===== config.mk =====
export PLATFORM = sky130hd
export DESIGN_NAME = irq_flag_enable_priority_bank
export DESIGN_NICKNAME = d
export VERILOG_FILES = /design/src/irq_bank_pkg.sv /design/src/irq_flag_enable_priority_bank.sv
export SDC_FILE = /design/constraint.sdc
export NUM_CORES = 1
export LEC_CHECK = 0
export ABC_AREA = 1
export BUFFER_PORTS_ARGS = -buffer_cell sky130_fd_sc_hd__buf_2
export CORE_MARGIN = 2
export CORE_UTILIZATION = 35
export DETAILED_ROUTE_END_ITERATION = 16
export PLACE_DENSITY = 0.7
export SYNTH_ARGS = -nofsm -noshare
export SYNTH_HDL_FRONTEND = slang
export SYNTH_SLANG_ARGS = --single-unit

===== constraint.sdc =====
create_clock -name core_clk -period 2.5 [get_ports core_clk]
set_clock_uncertainty 0.1 [all_clocks]
set_input_delay 0.625 -clock core_clk [delete_from_list [all_inputs] [get_ports core_clk]]
set_output_delay 0.625 -clock core_clk [all_outputs]
set_load 0.02 [all_outputs]

===== src/irq_bank_pkg.sv =====
/*
  Constants shared by the interrupt flag, enable and priority bank:
  register word addresses, implemented-bit masks, reset values,
  priority field positions and priority codes.
  Assumes a 16-bit register port with a small word address.
*/
package irq_bank_pkg;

  // ==========================================================
  // Register port geometry
  localparam int          ADDR_W   = 4;
  localparam int          DATA_W   = 16;
  localparam logic [3:0]  OFF_FLAG = 4'h0;
  localparam logic [3:0]  OFF_EN   = 4'h1;
  localparam logic [3:0]  OFF_PRIO = 4'h2;

  // ==========================================================
  // Implemented bits and reset values
  // Flag/enable: bits 13..5 and 1..0
  localparam logic [15:0] SRC_MASK   = 16'h3FE3;
  // Priority: four 3-bit fields, bits 15/11/7/3 unused
  localparam logic [15:0] PRIO_MASK  = 16'h7777;
  localparam logic [15:0] FLAG_RST   = 16'h0000;
  localparam logic [15:0] EN_RST     = 16'h0000;
  // Each field comes up at code 100
  localparam logic [15:0] PRIO_RST   = 16'h4444;
  localparam logic [15:0] RDATA_IDLE = 16'h0000;

  // ==========================================================
  // Flag/enable bit positions
  localparam int BIT_PARPORT  = 13;
  localparam int BIT_CMP8     = 12;
  localparam int BIT_CMP5     = 9;
  localparam int BIT_CAP6     = 8;
  localparam int BIT_CAP3     = 5;
  localparam int BIT_SER2_EVT = 1;
  localparam int BIT_SER2_FLT = 0;

  // ==========================================================
  // Priority fields
  localparam int          PRIO_W        = 3;
  localparam int          LSB_PIN_CHG   = 12;
  localparam int          LSB_CMP       = 8;
  localparam int          LSB_TW_MASTER = 4;
  localparam int          LSB_TW_SLAVE  = 0;
  localparam logic [2:0]  PRIO_OFF      = 3'h0;
  localparam logic [2:0]  PRIO_LOW      = 3'h1;
  localparam logic [2:0]  PRIO_HIGH     = 3'h7;

endpackage


===== src/irq_flag_enable_priority_bank.sv =====
/*
  Interrupt flag-status, enable and priority bank for one group of
  peripheral sources, with the gating that forwards requests to the
  core arbiter and a registered 16-bit software register port.
  Assumes source events are synchronous one-cycle pulses on core_clk
  and that the arbiter samples registered request and level outputs.
*/

// How it works
// - A flag reads 1 after its source requests, 0 when none occurred.
// - Enable 1 lets the flagged request out; enable 0 blocks it.
// - Priority code 111 is level 7, the highest.
// - Priority code 000 disables the source regardless of its enable.
// - Code 001 is level 1; codes between map linearly to 2..6.
// - Compare channel 8..5 flags sit at bits 12..9.
// - Compare channel 8..5 enables sit at bits 12..9.
// - Capture channel 6..3 flags sit at bits 8..5.
// - Capture channel 6..3 enables sit at bits 8..5.
// - Pin-change priority is bits 14..12; bit 15 unused.
// - Comparator priority is bits 10..8; bit 11 unused.
// - Two-wire master priority bits 6..4, slave 2..0; 7, 3 unused.
module irq_flag_enable_priority_bank (
  input  wire logic        core_clk,
  input  wire logic        rst,
  input  wire logic [3:0]  reg_addr,
  input  wire logic [15:0] reg_wdata,
  input  wire logic        reg_wr,
  input  wire logic        reg_rd,
  output logic      [15:0] reg_rdata,
  input  wire logic [15:0] source_event,
  input  wire logic        pin_change_req,
  input  wire logic        comparator_req,
  input  wire logic        twowire_master_req,
  input  wire logic        twowire_slave_req,
  output logic      [15:0] fwd_req,
  output logic             pin_change_fwd,
  output logic             comparator_fwd,
  output logic             twowire_master_fwd,
  output logic             twowire_slave_fwd,
  output logic      [2:0]  pin_change_level,
  output logic      [2:0]  comparator_level,
  output logic      [2:0]  twowire_master_level,
  output logic      [2:0]  twowire_slave_level,
  output logic      [2:0]  top_level
);

  // ==========================================================
  // Storage
  logic [15:0] irq_flag_status_2;
  logic [15:0] irq_enable_control_2;
  logic [15:0] irq_priority_change_cmp_i2c;
  logic [2:0]  pin_change_prio;
  logic [2:0]  comparator_prio;
  logic [2:0]  twowire_master_prio;
  logic [2:0]  twowire_slave_prio;
  logic [15:0] next_flag;
  logic [15:0] event_in;
  logic        wr_flag;
  logic        wr_en;
  logic        wr_prio;

  // Level of a priority code; the code is the level, 000 means off
  function automatic logic [2:0] level_of(input logic [2:0] code,
                                          input logic       req);
    level_of = req ? code : irq_bank_pkg::PRIO_OFF;
  endfunction

  // Higher of two levels
  function automatic logic [2:0] max_level(input logic [2:0] a,
                                           input logic [2:0] b);
    max_level = (a > b) ? a : b;
  endfunction

  // ==========================================================
  // Write decode
  assign wr_flag = reg_wr && (reg_addr == irq_bank_pkg::OFF_FLAG);
  assign wr_en   = reg_wr && (reg_addr == irq_bank_pkg::OFF_EN);
  assign wr_prio = reg_wr && (reg_addr == irq_bank_pkg::OFF_PRIO);

  // Priority fields sliced from the priority register
  assign pin_change_prio     = irq_priority_change_cmp_i2c[
    irq_bank_pkg::LSB_PIN_CHG +: irq_bank_pkg::PRIO_W];
  assign comparator_prio     = irq_priority_change_cmp_i2c[
    irq_bank_pkg::LSB_CMP +: irq_bank_pkg::PRIO_W];
  assign twowire_master_prio = irq_priority_change_cmp_i2c[
    irq_bank_pkg::LSB_TW_MASTER +: irq_bank_pkg::PRIO_W];
  assign twowire_slave_prio  = irq_priority_change_cmp_i2c[
    irq_bank_pkg::LSB_TW_SLAVE +: irq_bank_pkg::PRIO_W];

  // ==========================================================
  // Flags: hardware set beats a software clear in the same cycle,
  // so an event coinciding with a clear is never lost
  always_comb begin
    event_in  = source_event & irq_bank_pkg::SRC_MASK;
    next_flag = irq_flag_status_2;
    if (wr_flag) begin
      next_flag = reg_wdata & irq_bank_pkg::SRC_MASK;
    end
    next_flag = next_flag | event_in;
  end

  always_ff @(posedge core_clk) begin
    if (rst) begin
      irq_flag_status_2 <= irq_bank_pkg::FLAG_RST;
    end else begin
      irq_flag_status_2 <= next_flag;
    end
  end

  // Enables mirror the flag layout
  always_ff @(posedge core_clk) begin
    if (rst) begin
      irq_enable_control_2 <= irq_bank_pkg::EN_RST;
    end else if (wr_en) begin
      irq_enable_control_2 <= reg_wdata & irq_bank_pkg::SRC_MASK;
    end
  end

  // Priority register; unused bits 15/11/7/3 never store
  always_ff @(posedge core_clk) begin
    if (rst) begin
      irq_priority_change_cmp_i2c <= irq_bank_pkg::PRIO_RST;
    end else if (wr_prio) begin
      irq_priority_change_cmp_i2c <= reg_wdata & irq_bank_pkg::PRIO_MASK;
    end
  end

  // ==========================================================
  // Read port: data stands only in the cycle after the strobe,
  // zero otherwise and for unmapped addresses
  always_ff @(posedge core_clk) begin
    if (rst) begin
      reg_rdata <= irq_bank_pkg::RDATA_IDLE;
    end else if (reg_rd) begin
      unique case (reg_addr)
        irq_bank_pkg::OFF_FLAG: reg_rdata <= irq_flag_status_2;
        irq_bank_pkg::OFF_EN:   reg_rdata <= irq_enable_control_2;
        irq_bank_pkg::OFF_PRIO: reg_rdata <= irq_priority_change_cmp_i2c;
        default:                reg_rdata <= irq_bank_pkg::RDATA_IDLE;
      endcase
    end else begin
      reg_rdata <= irq_bank_pkg::RDATA_IDLE;
    end
  end

  // ==========================================================
  // Forwarding of the flag group: flag and enable both needed.
  // Their priorities live in other registers, so the arbiter
  // applies the non-zero check for these.
  always_ff @(posedge core_clk) begin
    if (rst) begin
      fwd_req <= irq_bank_pkg::FLAG_RST;
    end else begin
      fwd_req <= irq_flag_status_2 & irq_enable_control_2;
    end
  end

  // Prioritised sources: a zero code blocks the request outright
  always_ff @(posedge core_clk) begin
    if (rst) begin
      pin_change_fwd     <= 1'b0;
      comparator_fwd     <= 1'b0;
      twowire_master_fwd <= 1'b0;
      twowire_slave_fwd  <= 1'b0;
    end else begin
      pin_change_fwd     <= pin_change_req && (pin_change_prio != irq_bank_pkg::PRIO_OFF);
      comparator_fwd     <= comparator_req && (comparator_prio != irq_bank_pkg::PRIO_OFF);
      twowire_master_fwd <= twowire_master_req &&
                            (twowire_master_prio != irq_bank_pkg::PRIO_OFF);
      twowire_slave_fwd  <= twowire_slave_req &&
                            (twowire_slave_prio != irq_bank_pkg::PRIO_OFF);
    end
  end

  // Levels travel with the request; zero while not requesting
  always_ff @(posedge core_clk) begin
    if (rst) begin
      pin_change_level     <= irq_bank_pkg::PRIO_OFF;
      comparator_level     <= irq_bank_pkg::PRIO_OFF;
      twowire_master_level <= irq_bank_pkg::PRIO_OFF;
      twowire_slave_level  <= irq_bank_pkg::PRIO_OFF;
      top_level            <= irq_bank_pkg::PRIO_OFF;
    end else begin
      pin_change_level     <= level_of(pin_change_prio, pin_change_req);
      comparator_level     <= level_of(comparator_prio, comparator_req);
      twowire_master_level <= level_of(twowire_master_prio, twowire_master_req);
      twowire_slave_level  <= level_of(twowire_slave_prio, twowire_slave_req);
      // Highest pending level among the four, for the arbiter
      top_level <= max_level(
        max_level(level_of(pin_change_prio, pin_change_req),
                  level_of(comparator_prio, comparator_req)),
        max_level(level_of(twowire_master_prio, twowire_master_req),
                  level_of(twowire_slave_prio, twowire_slave_req)));
    end
  end
endmodule


==> results of run 1 <==
## layer usage
metal	vias up	global-route usage	wire length, µm
met3	12	0.0527	506
met2	90	0.286	4010
met4	0	0.0632	142
met1	1294	0.193	3290
li1	1478	-	-
met5	-	0	0
## registers in the layout, summed over array words and instances, names as in the netlist
signal and cells:
pin_change_level 3, twowire_slave_fwd 1, irq_priority_change_cmp_i2c 12, comparator_fwd 1, irq_flag_status_2 11, top_level 3
irq_enable_control_2 11, twowire_master_fwd 1, twowire_slave_level 3, comparator_level 3, fwd_req 11, pin_change_fwd 1
reg_rdata 14, twowire_master_level 3
## worst max-delay path, stage by stage
cell and delay [ps]:
buf_4 140, nand2_4 60, inv_2 40, ha_1 290
nand2_1 80, inv_2 60, nand2_2 100, nand2_4 70
nand2_2 90, nand2_2 50, and2_4 140, ha_4 260
nand2_2 50, o21ai_2 140, nand2_2 100, inv_2 80
nand3_1 80, nand2_1 70, inv_1 40
## per-stage QoR
| stage | utilization | cells |
|---|---|---|
| 2_1_floorplan | - | 417 |
| 3_3_place_gp | 0.434 | 606 |
| 3_5_place_dp | 0.434 | 606 |
| 4_1_cts | 0.450 | 619 |
| 5_1_grt | 0.467 | 621 |
| 6_report | 0.467 | 621 |
## worst max-delay path by stage
stage                        end          startpoint  depth (start not counted)
floorplan           top_level[0]      pin_change_req                         19
global placement    top_level[1]  twowire_master_req                         20
detailed placement  top_level[1]      pin_change_req                         20
CTS                 top_level[2]      pin_change_req                         20
global route        top_level[2]  twowire_master_req                         19
finish              top_level[2]  twowire_master_req                         19
## placed cells by master, fill, tap and decap left out, drive strengths merged
cell	netlist	final
clkinvlp	0	1
nand4	5	5
nand3	17	17
o221ai	5	5
clkbuf	7	11
and2	2	2
a21oi	23	23
nand2	78	78
o211ai	4	4
o22ai	4	4
nor3	11	11
a31oi	4	4
buf	12	102
nor2	22	22
dfxtp	78	78
clkinv	0	1
inv	87	87
ha	7	7
o21ai	44	44
conb	1	7
## report_power, final
| group | internal, mW | total, mW | switching, mW |
|---|---|---|---|
| combinational | 0.154 | 0.397 | 0.243 |
| clock | 0.343 | 0.756 | 0.413 |
| sequential | 1.29 | 1.30 | 0.0190 |
| total | 1.78 | 2.46 | 0.676 |
## layout make-up
cell class	count	area (µm²)	area share
Timing Repair Buffer	102	568	0.139
Clock buffer	11	131	0.0321
Multi-Input combinational cell	233	1360	0.331
Tap cell	108	135	0.0330
Clock inverter	2	12.5	0.00306
Sequential cell	78	1560	0.382
Inverter	87	327	0.0798
## kinds of logic (layout without fill, tap and decap cells)
kind of cell	after synthesis	in the layout	synth area share
simple gates	135	135	0.199
buf+inv	106	202	0.139
other cells	1	7	0.00118
compound gates	84	84	0.144
flops	78	78	0.490
fa+ha+maj	7	7	0.0275
## what timing repair did
item | 4_1_cts | 5_1_grt
setup endpoints to repair | 2 | 3
pin swaps | 1 | 17
gates resized for setup | 0 | 34
setup buffers | 0 | 2
==> results.md, run 1 <==
- Area contributors post-synth: dfxtp_1 49%, inv_1 9.9%, nand2_1 7.9%, a21oi_1 3.6%, o21ai_0 3.5%
- H-tree Lvls: 3
- Placement row count: 34
- CTS Buffer Depth: 2
- Syn-to-layout area delta: 28.3%
- TritonCTS buffer count: 9
- Worst Path Arrival: roughly 2600 ps
- Type of the worst min-delay path: flop to flop
- DR vias/cell: 4.63
- Share of layout cells above drive strength 1: 0.324
- Die Ht: a little under 100 µm
- Worst skew pair latency: 340 ps
- Vias: 2874
- Post-route cell area: 4090 µm²
- Maxcap violations: 0
- Total Neg Setup Slack: 0 ps
- Fin Hold WS: 351 ps
- FILL cells: 891
- Sequential share of the synthesized area: 0.490
- Crit. End Element: flop
- Hold buffers post-CTS: 0
- Final setup fails: 0
- Final HPWL DP: roughly 5800 µm
- Most frequent cell after synthesis: inv_1
- Unique masters post-synth: 28
- Ant diodes: 0
- Gr ovfl total: 0
- Post-DP Area: ~3800 µm²
- Req. time, crit path: about 2600 ps
- Clk root buf: clkbuf_8
- Final Critical Period: 2410 ps
- DR WL/cell: 12.8 µm
- Hold Fails Final Rpt: 0
- Initial Util: 0.364
- Total Power: 2.46 mW
- Flop2flop setup slack: 140 ps
- Worst-path maximum fanout: 4
- Worst R2R Path Depth: 18
- RR Startpoint: irq_priority_change_cmp_i2c[5]
- Worst hold path startpoint: irq_enable_control_2[12]
- Commonest cells post-synth: 84 x inv_1, 78 x dfxtp_1, 67 x nand2_1, 23 x a21oi_1
- Synth Warn #: 0
- PwrDens: 601 nW/µm²
- Area of the mapped netlist: roughly 3200 µm²
- Clock-pin slew on the worst setup and hold paths: 70 ps
- Synth async-reset ratio: 0
- Leakage Power: 2.14 nW
- Worst Setup Slack post-DPL: -326 ps
- Worst R2R End: top_level[2]
- CP Launch Type: input port
- Clk sinks: between 70 and 80
- Largest net degree at the start of global routing: 36
- Peak VDD IR: ~230 µV
- TritonRoute pass-1 iters: 4
- Iteration-0 DRC Markers: 180
- Total GRT Usage: 0.166
- Core Box Area: 8760 µm²
- Drt total wl: 7950 µm
- Hold path depth: 2
- Initial antenna violation count: 0
- Post-synthesis register bit count: 78
- Die width: 99.5 µm
- First-pass GRT wire length: 12900 µm
- Crit Path Class: input port to flop
- Tcrit/Tclk final: 0.964
- Status: finished, final reports clean
- CTS tree: yes
- Port Buffers: 80
- Share of the synthesized area in the top cell type: 0.490
- Number of synthesized flops with an enable pin: 0
- Antenna violation net count after detailed routing: 0
- Yosys top cell by area: dfxtp_1
- Die area: 9890 µm²
- Worst setup margin: a little over 90 ps
- RePlAce Congestion: 0.865
- Post-synthesis area per instance: 7.76 µm²
- Residual DRC count: 0
- Vias in the first global route: 2904
- Slew Viols, Final: 0
- Max Freq: 0.415 GHz
- IO Count: 95
- Mapped Cells: 411
- WHS Endpoint: fwd_req[12]
- Top FF cell, synth: dfxtp_1
- Total Nets Final: 562
(Power assumes the default switching activity.)
==> run 2, diff against run 1 <==
==> constraint.sdc (replaced) <==
create_clock -name core_clk -period 1.98 [get_ports core_clk]
set_clock_uncertainty 0.1 [all_clocks]
set_input_delay 0.495 -clock core_clk [delete_from_list [all_inputs] [get_ports core_clk]]
set_output_delay 0.495 -clock core_clk [all_outputs]
set_load 0.02 [all_outputs]
==> results.md, run 2 (same netlist as run 1, synthesis figures left out) <==
- Most frequent cells in the layout: 80 x buf_2, 79 x inv_1, 72 x dfxtp_1, 47 x nand2_1, 43 x buf_4 (was 79 x inv_1, 79 x buf_2, 76 x dfxtp_1, 49 x nand2_1, 24 x nand2_2)
- Clk root buf: clkbuf_8 (unchanged)
- Hold path depth: 3 (was 2)
- Final setup fails: 3 (was 0)
- Vias: 2992 (was 2874)
- Crit. End Element: flop (unchanged)
- Status: finished, violations left (was finished, final reports clean)
- Ant diodes: 0 (unchanged)
- Core Box Area: 8760 µm² (unchanged)
- Violated checks: negative setup slack
- TritonCTS buffer count: 9 (unchanged)
- Residual DRC count: 0 (unchanged)
- Final Critical Period: around 2300 ps
- Antenna violation net count after detailed routing: 0 (unchanged)
- Share of layout cells above drive strength 1: 0.380 (was 0.324)
- Commonest non-fill, non-tap cell in the layout: buf_2
- Largest net degree at the start of global routing: 36 (unchanged)
- Type of the worst min-delay path: input port to flop (was flop to flop)
- DR vias/cell: 4.64 (was 4.63)
- Worst hold path startpoint: source_event[11] (was irq_enable_control_2[12])
- Tcrit/Tclk final: 1.18
- Peak VDD IR: 354 µV (was 226 µV)
- Pint: 2.59 mW (was 1.78 mW)
- PwrDens: 799 nW/µm² (was 601 nW/µm²)
- Syn-to-layout area delta: 38.8% (was 28.3%)
- Die width: 99.5 µm (unchanged)
- Reg power frac: 0.466 (was 0.531)
- Clk sinks: 78 (unchanged)
- Hold Fails Final Rpt: 0 (unchanged)
- CTS tree: yes (unchanged)
- GRT Max-Usage Layer: met2 (unchanged)
- IO Count: 95 (unchanged)
- Initial antenna violation count: 0 (unchanged)
- Sw Ratio: 0.268 (was 0.275)
- Worst skew pair latency: 340 ps (about the same)
- DR WL/cell: 13.0 µm (was 12.8 µm)
- TritonRoute pass-1 iters: 4 (unchanged)
- Flop2flop setup slack: -370 ps (was 140 ps)
- Worst setup margin: -365 ps (was 90.8 ps)
- Crit-path cells: nand2_2 -> inv_2 -> ha_4 -> nand4_1 -> nand3_1 -> nand2_2 -> ha_4 -> a21oi_2 -> o21ai_2 -> nand2_4 -> nand2_1 -> nand2_1 -> inv_1 -> nand2_1 -> inv_1 (was buf_4 -> nand2_4 -> inv_2 -> ha_1 -> nand2_1 -> inv_2 -> nand2_2 -> nand2_4 -> nand2_2 -> nand2_2 -> and2_4 -> ha_4 -> nand2_2 -> o21ai_2 -> nand2_2 -> inv_2 -> nand3_1 -> nand2_1 -> inv_1)
- Clk network pwr share: 0.376 (was 0.308)
- Largest regs: reg_rdata: 14 flops, irq_priority_change_cmp_i2c: 12 flops (unchanged)
- Max incr delay on CP: 340 ps (was 290 ps)
- WHS Endpoint: irq_flag_status_2[11] (was fwd_req[12])
- Grt met3 use: 0.0394 (was 0.0527)
- RSZ-0062 raised after global routing: true
- CP max stage cell: dfxtp_2 (was ha_1)
- Leakage Power: 2.30 nW (was 2.14 nW)
- Worst Path Arrival: 2480 ps (was 2550 ps)
- Total Nets Final: 583 (was 562)
- Total Power: 3.53 mW (was 2.46 mW)
- Worst R2R End: top_level[2] (unchanged)
- CP Launch Type: flop (was input port)
- Final Core Density: 0.505 (was 0.467)
- Largest register by flop count: reg_rdata (unchanged)
- Req. time, crit path: 2120 ps (was 2640 ps)
- Crit Path Class: flop to flop (was input port to flop)
- Placement row count: 34 (unchanged)
- Delay-heaviest family, CP: simple AND/OR/NAND/NOR gates (unchanged)
- H-tree Lvls: 3 (unchanged)
- WP buf/inv: 3 (was 5)
- Crit-path most repeated cell: nand2_1 (was nand2_2)
- Die area: 9890 µm² (unchanged)
- Port Buffers: 80 (unchanged)
- Maxcap violations: 0 (unchanged)
- GRT met1 Usage: 0.200 (was 0.193)
- Global Route met2 Usage: 0.294 (was 0.286)
- First-pass GRT wire length: 13200 µm (was 12900 µm)
- Final HPWL DP: 5910 µm (was 5760 µm)
- Initial Util: 0.364 (unchanged)
- Worst-path maximum fanout: 4 (unchanged)
- Max FFs per register: 14 (unchanged)
- Worst R2R Path Depth: 15 (was 18)
- Vias in the first global route: 2908 (was 2904)
- Max Freq: 0.426 GHz
- Die Ht: 99.5 µm (unchanged)
- Slew Viols, Final: 0 (unchanged)
- Clock-pin slew on the worst setup and hold paths: 80 ps (was 70 ps)
- Iteration-0 DRC Markers: 116 (was 180)
- Psw: 0.948 mW (was 0.676 mW)
- RePlAce Congestion: 0.823 (was 0.865)
- CTS Buffer Depth: 2 (unchanged)
- RR Startpoint: irq_priority_change_cmp_i2c[14] (was irq_priority_change_cmp_i2c[5])
- Total GRT Usage: 0.170 (was 0.166)
- Comb pwr share: 0.159 (was 0.162)
- Drt total wl: 8350 µm (was 7950 µm)
- Gr ovfl total: 0 (unchanged)
==> run 2: layout make-up <==
cell class	count	area, µm²
Inverter	87	334
Tap cell	108	135
Fill cell	845	4340
Timing Repair Buffer	123	723
Multi-Input combinational cell	233	1440
Clock inverter	6	85.1
Sequential cell	78	1570
Clock buffer	10	138
==> run 2: timing repair <==
action	CTS	global route
buffers inserted	10	2
resized for setup	26	14
hold endpoints to repair	0	0
hold buffers	0	0
endpoints found under the setup margin	3	3
gates cloned	0	0
pin swaps	22	7
==> run 2: per-stage QoR <==
step           cells  setup TNS (ps)  hold slack [ps]  worst slack (ps)  instance area [µm²]
4_1_cts          643            -772              233              -261                 4350
2_1_floorplan    417            -934              310              -315                 3310
6_report         645           -1040              249              -365                 4430
3_3_place_gp     617           -1680              336              -567                 3970
3_5_place_dp     617           -1920              348              -644                 3970
5_1_grt          645           -1330              241              -450                 4430
==> run 2: worst max path at each step <==
stage	start	endpoint	slack, ps	cells after the start
2_1_floorplan	twowire_master_req	top_level[1]	-310	18
3_5_place_dp	twowire_master_req	top_level[0]	-640	20
3_3_place_gp	twowire_master_req	top_level[1]	-570	20
6_report	irq_priority_change_cmp_i2c[14]	top_level[2]	-370	15
4_1_cts	irq_priority_change_cmp_i2c[14]	top_level[2]	-260	18
5_1_grt	irq_priority_change_cmp_i2c[14]	top_level[1]	-450	15
==> run 2: metal layers <==
metal / part of all wire / wire length, µm
met1: 0.44 / 3670
met2: 0.49 / 4060
met3: 0.059 / 491
met4: 0.016 / 137
met5: 0 / 0
==> run 2: power by group through the flow <==
| stage | sequential (mW) | clock [mW] | combinational [mW] |
|---|---|---|---|
| 2_1_floorplan | 1.72 | 0 | 0.275 |
| 3_3_place_gp | 1.68 | 0 | 0.443 |
| 3_5_place_dp | 1.68 | 0 | 0.459 |
| 4_1_cts | 1.65 | 1.36 | 0.505 |
| 5_1_grt | 1.65 | 1.42 | 0.617 |
| 6_report | 1.65 | 1.33 | 0.561 |
==> run 2: tightest hold or removal path, stage by stage <==
cell     delay (ps)
buf_2            70
o21ai_1          50
inv_1            40
==> run 3, diff against run 2 <==
--- a/config.mk
+++ b/config.mk
@@ -8,9 +8,9 @@
 export ABC_AREA = 1
 export BUFFER_PORTS_ARGS = -buffer_cell sky130_fd_sc_hd__buf_2
 export CORE_MARGIN = 2
-export CORE_UTILIZATION = 35
+export CORE_UTILIZATION = 46
 export DETAILED_ROUTE_END_ITERATION = 16
-export PLACE_DENSITY = 0.7
+export PLACE_DENSITY = 0.85
 export SYNTH_ARGS = -nofsm -noshare
 export SYNTH_HDL_FRONTEND = slang
 export SYNTH_SLANG_ARGS = --single-unit
==> results.md, run 3 (same netlist as run 1, synthesis figures left out) <==
- Status: finished, violations left (unchanged)
- Violated checks: negative setup slack (unchanged)
- Vias: 3034 (was 2992)
- Final HPWL DP: 5610 µm (was 5910 µm)
- Total Nets Final: 584 (was 583)
- RePlAce Congestion: 0.872 (was 0.823)
- Core Box Area: 6760 µm² (was 8760 µm²)
- Slew Viols, Final: 0 (unchanged)
- CTS tree: yes (unchanged)
- Total GRT Usage: 0.226 (was 0.170)
- CTS Buffer Depth: 2 (unchanged)
- Maxcap violations: 0 (unchanged)
- Crit Path Class: flop to flop (unchanged)
- Initial Util: 0.472 (was 0.364)
- Req. time, crit path: 2130 ps (was 2120 ps)
- Die area: 7620 µm² (was 9890 µm²)
- FILL cells: 566 (was 845)
- Final Critical Period: 2370 ps (was 2350 ps)
- TritonCTS buffer count: 9 (unchanged)
- Hold Fails Final Rpt: 0 (unchanged)
- Peak VDD IR: 445 µV (was 354 µV)
- Vias in the first global route: 2976 (was 2908)
- IO Count: 95 (unchanged)
- First-pass GRT wire length: 13100 µm (was 13200 µm)
- Worst Setup Slack post-DPL: -674 ps (was -644 ps)
- Gr ovfl total: 0 (unchanged)
- Leakage Power: 2.29 nW (was 2.30 nW)
- Worst skew pair latency: 350 ps (was 340 ps)
- CP max stage cell: dfxtp_4 (was dfxtp_2)
- Most frequent cells in the layout: 80 x buf_2, 78 x inv_1, 75 x dfxtp_1, 47 x nand2_1, 44 x buf_4 (was 80 x buf_2, 79 x inv_1, 72 x dfxtp_1, 47 x nand2_1, 43 x buf_4)
- Type of the worst min-delay path: input port to flop (unchanged)
- Worst setup margin: -388 ps (was -365 ps)
- Antenna violation net count after detailed routing: 0 (unchanged)
- Largest regs: reg_rdata: 14 flops, irq_priority_change_cmp_i2c: 12 flops (unchanged)
- Drt total wl: 8230 µm (was 8350 µm)
- Max incr delay on CP: 380 ps (was 340 ps)
- Delay-heaviest family, CP: simple AND/OR/NAND/NOR gates (unchanged)
- Crit. End Element: flop (unchanged)
- Syn-to-layout area delta: 37.0% (was 38.8%)
- DR vias/cell: 4.92 (was 4.64)
- Clock-pin slew on the worst setup and hold paths: 80 ps (about the same)
- Crit-path most repeated cell: nand2_2 (was nand2_1)
- Clk sinks: 78 (unchanged)
- Non-filler cells, final: 617 (was 645)
- H-tree Lvls: 3 (unchanged)
- Share of layout cells above drive strength 1: 0.378 (was 0.380)
- WP buf/inv: 4 (was 3)
- Largest net degree at the start of global routing: 36 (unchanged)
- Ant diodes: 0 (unchanged)
- Tcrit/Tclk final: 1.20 (was 1.18)
- Max FFs per register: 14 (unchanged)
- CP Launch Type: flop (unchanged)
- Port Buffers: 80 (unchanged)
- Clk root buf: clkbuf_8 (unchanged)
- Worst Path Arrival: 2520 ps (was 2480 ps)
- Die Ht: 87.3 µm (was 99.5 µm)
- Placement row count: 30 (was 34)
- DR WL/cell: 13.3 µm (was 13.0 µm)
- Crit-path cells: nand2_8 -> inv_4 -> ha_4 -> nand2_2 -> inv_2 -> nand2_2 -> nand2_4 -> nand3_4 -> and2_4 -> ha_4 -> nand2_2 -> o21ai_2 -> nand2_2 -> inv_2 -> nand3_2 -> nand2_1 -> inv_1 (was nand2_2 -> inv_2 -> ha_4 -> nand4_1 -> nand3_1 -> nand2_2 -> ha_4 -> a21oi_2 -> o21ai_2 -> nand2_4 -> nand2_1 -> nand2_1 -> inv_1 -> nand2_1 -> inv_1)
- Worst-path maximum fanout: 4 (unchanged)
- Largest register by flop count: reg_rdata (unchanged)
- PwrDens: 802 nW/µm² (was 799 nW/µm²)
- TritonRoute pass-1 iters: 4 (unchanged)
- Die width: 87.3 µm (was 99.5 µm)
- Max Freq: 0.422 GHz (was 0.426 GHz)
- Residual DRC count: 0 (unchanged)
- RSZ-0062 raised after global routing: true (unchanged)
- Iteration-0 DRC Markers: 84 (was 116)
- Initial antenna violation count: 0 (unchanged)
- Total Power: 3.50 mW (was 3.53 mW)
- Final setup fails: 3 (unchanged)
- Placed Cells: 594 (was 617)
- Commonest non-fill, non-tap cell in the layout: buf_2 (unchanged)
## run 3: changes by cell type in the layout (fill, tap and decap cells not counted), moves of 2 or more
cell,before,now
dfxtp_1,72,75
clkinv_2,2,0
inv_4,3,1
nand2_2,21,26
nand2_4,9,4
dfxtp_2,5,2
inv_2,5,8
## run 3: path summary, 6_finish.rpt
check	from	end	slack [ps]	cells past startpoint
setup / recovery	irq_priority_change_cmp_i2c[6]	top_level[2]	-390	17
hold / removal	source_event[11]	irq_flag_status_2[11]	230	3
setup reg to reg	irq_priority_change_cmp_i2c[6]	top_level[2]	-390	17
hold reg to reg	irq_enable_control_2[12]	fwd_req[12]	340	2
## run 3: layout make-up
type / count / area [µm²] / share of cell area
clock buffer: 10 / 138 / 0.0315
clock inverter: 5 / 83.8 / 0.0192
inverter: 87 / 329 / 0.0753
multi-input combinational: 233 / 1420 / 0.325
sequential: 78 / 1570 / 0.359
tap: 80 / 100 / 0.0229
timing repair buffer: 124 / 731 / 0.167
## run 3: per-stage QoR
stage	cell area, µm²	TNS [ps]	hold WS (ps)	utilization
2_1_floorplan	3310	-934	310	-
3_3_place_gp	3970	-1630	326	0.587
3_5_place_dp	3970	-1970	329	0.587
4_1_cts	4330	-919	222	0.641
5_1_grt	4370	-1470	224	0.646
6_report	4370	-1150	230	0.646
## run 3: timing repair
action                     in CTS  in global routing
cloned                          0                  0
resized for setup              24                  8
setup buffers                   7                  1
hold buffers                    0                  0
pin swaps                      14                  8
setup endpoints to repair       3                  3
## run 3: layer usage
| metal | vias to the layer above | share of wire | GRT usage |
|---|---|---|---|
| met5 | - | 0 | 0 |
| li1 | 1523 | - | - |
| met4 | 0 | 0.041 | 0.138 |
| met1 | 1373 | 0.42 | 0.260 |
| met2 | 105 | 0.49 | 0.383 |
| met3 | 33 | 0.048 | 0.0464 |
## run 3: power by group
part | internal [mW] | total, mW | leakage [nW] | switching (mW)
combinational | 0.211 | 0.539 | 1.55 | 0.328
sequential | 1.62 | 1.64 | 0.636 | 0.0230
clock | 0.739 | 1.32 | 0.105 | 0.580
## run 3: worst register-to-register path, delay by kind of cell, from the launching register on
family	cells	cell delay [ps]
flops	1	380
compound gates	1	130
simple gates	10	850
fa+ha+maj	2	550
buf+inv	4	270
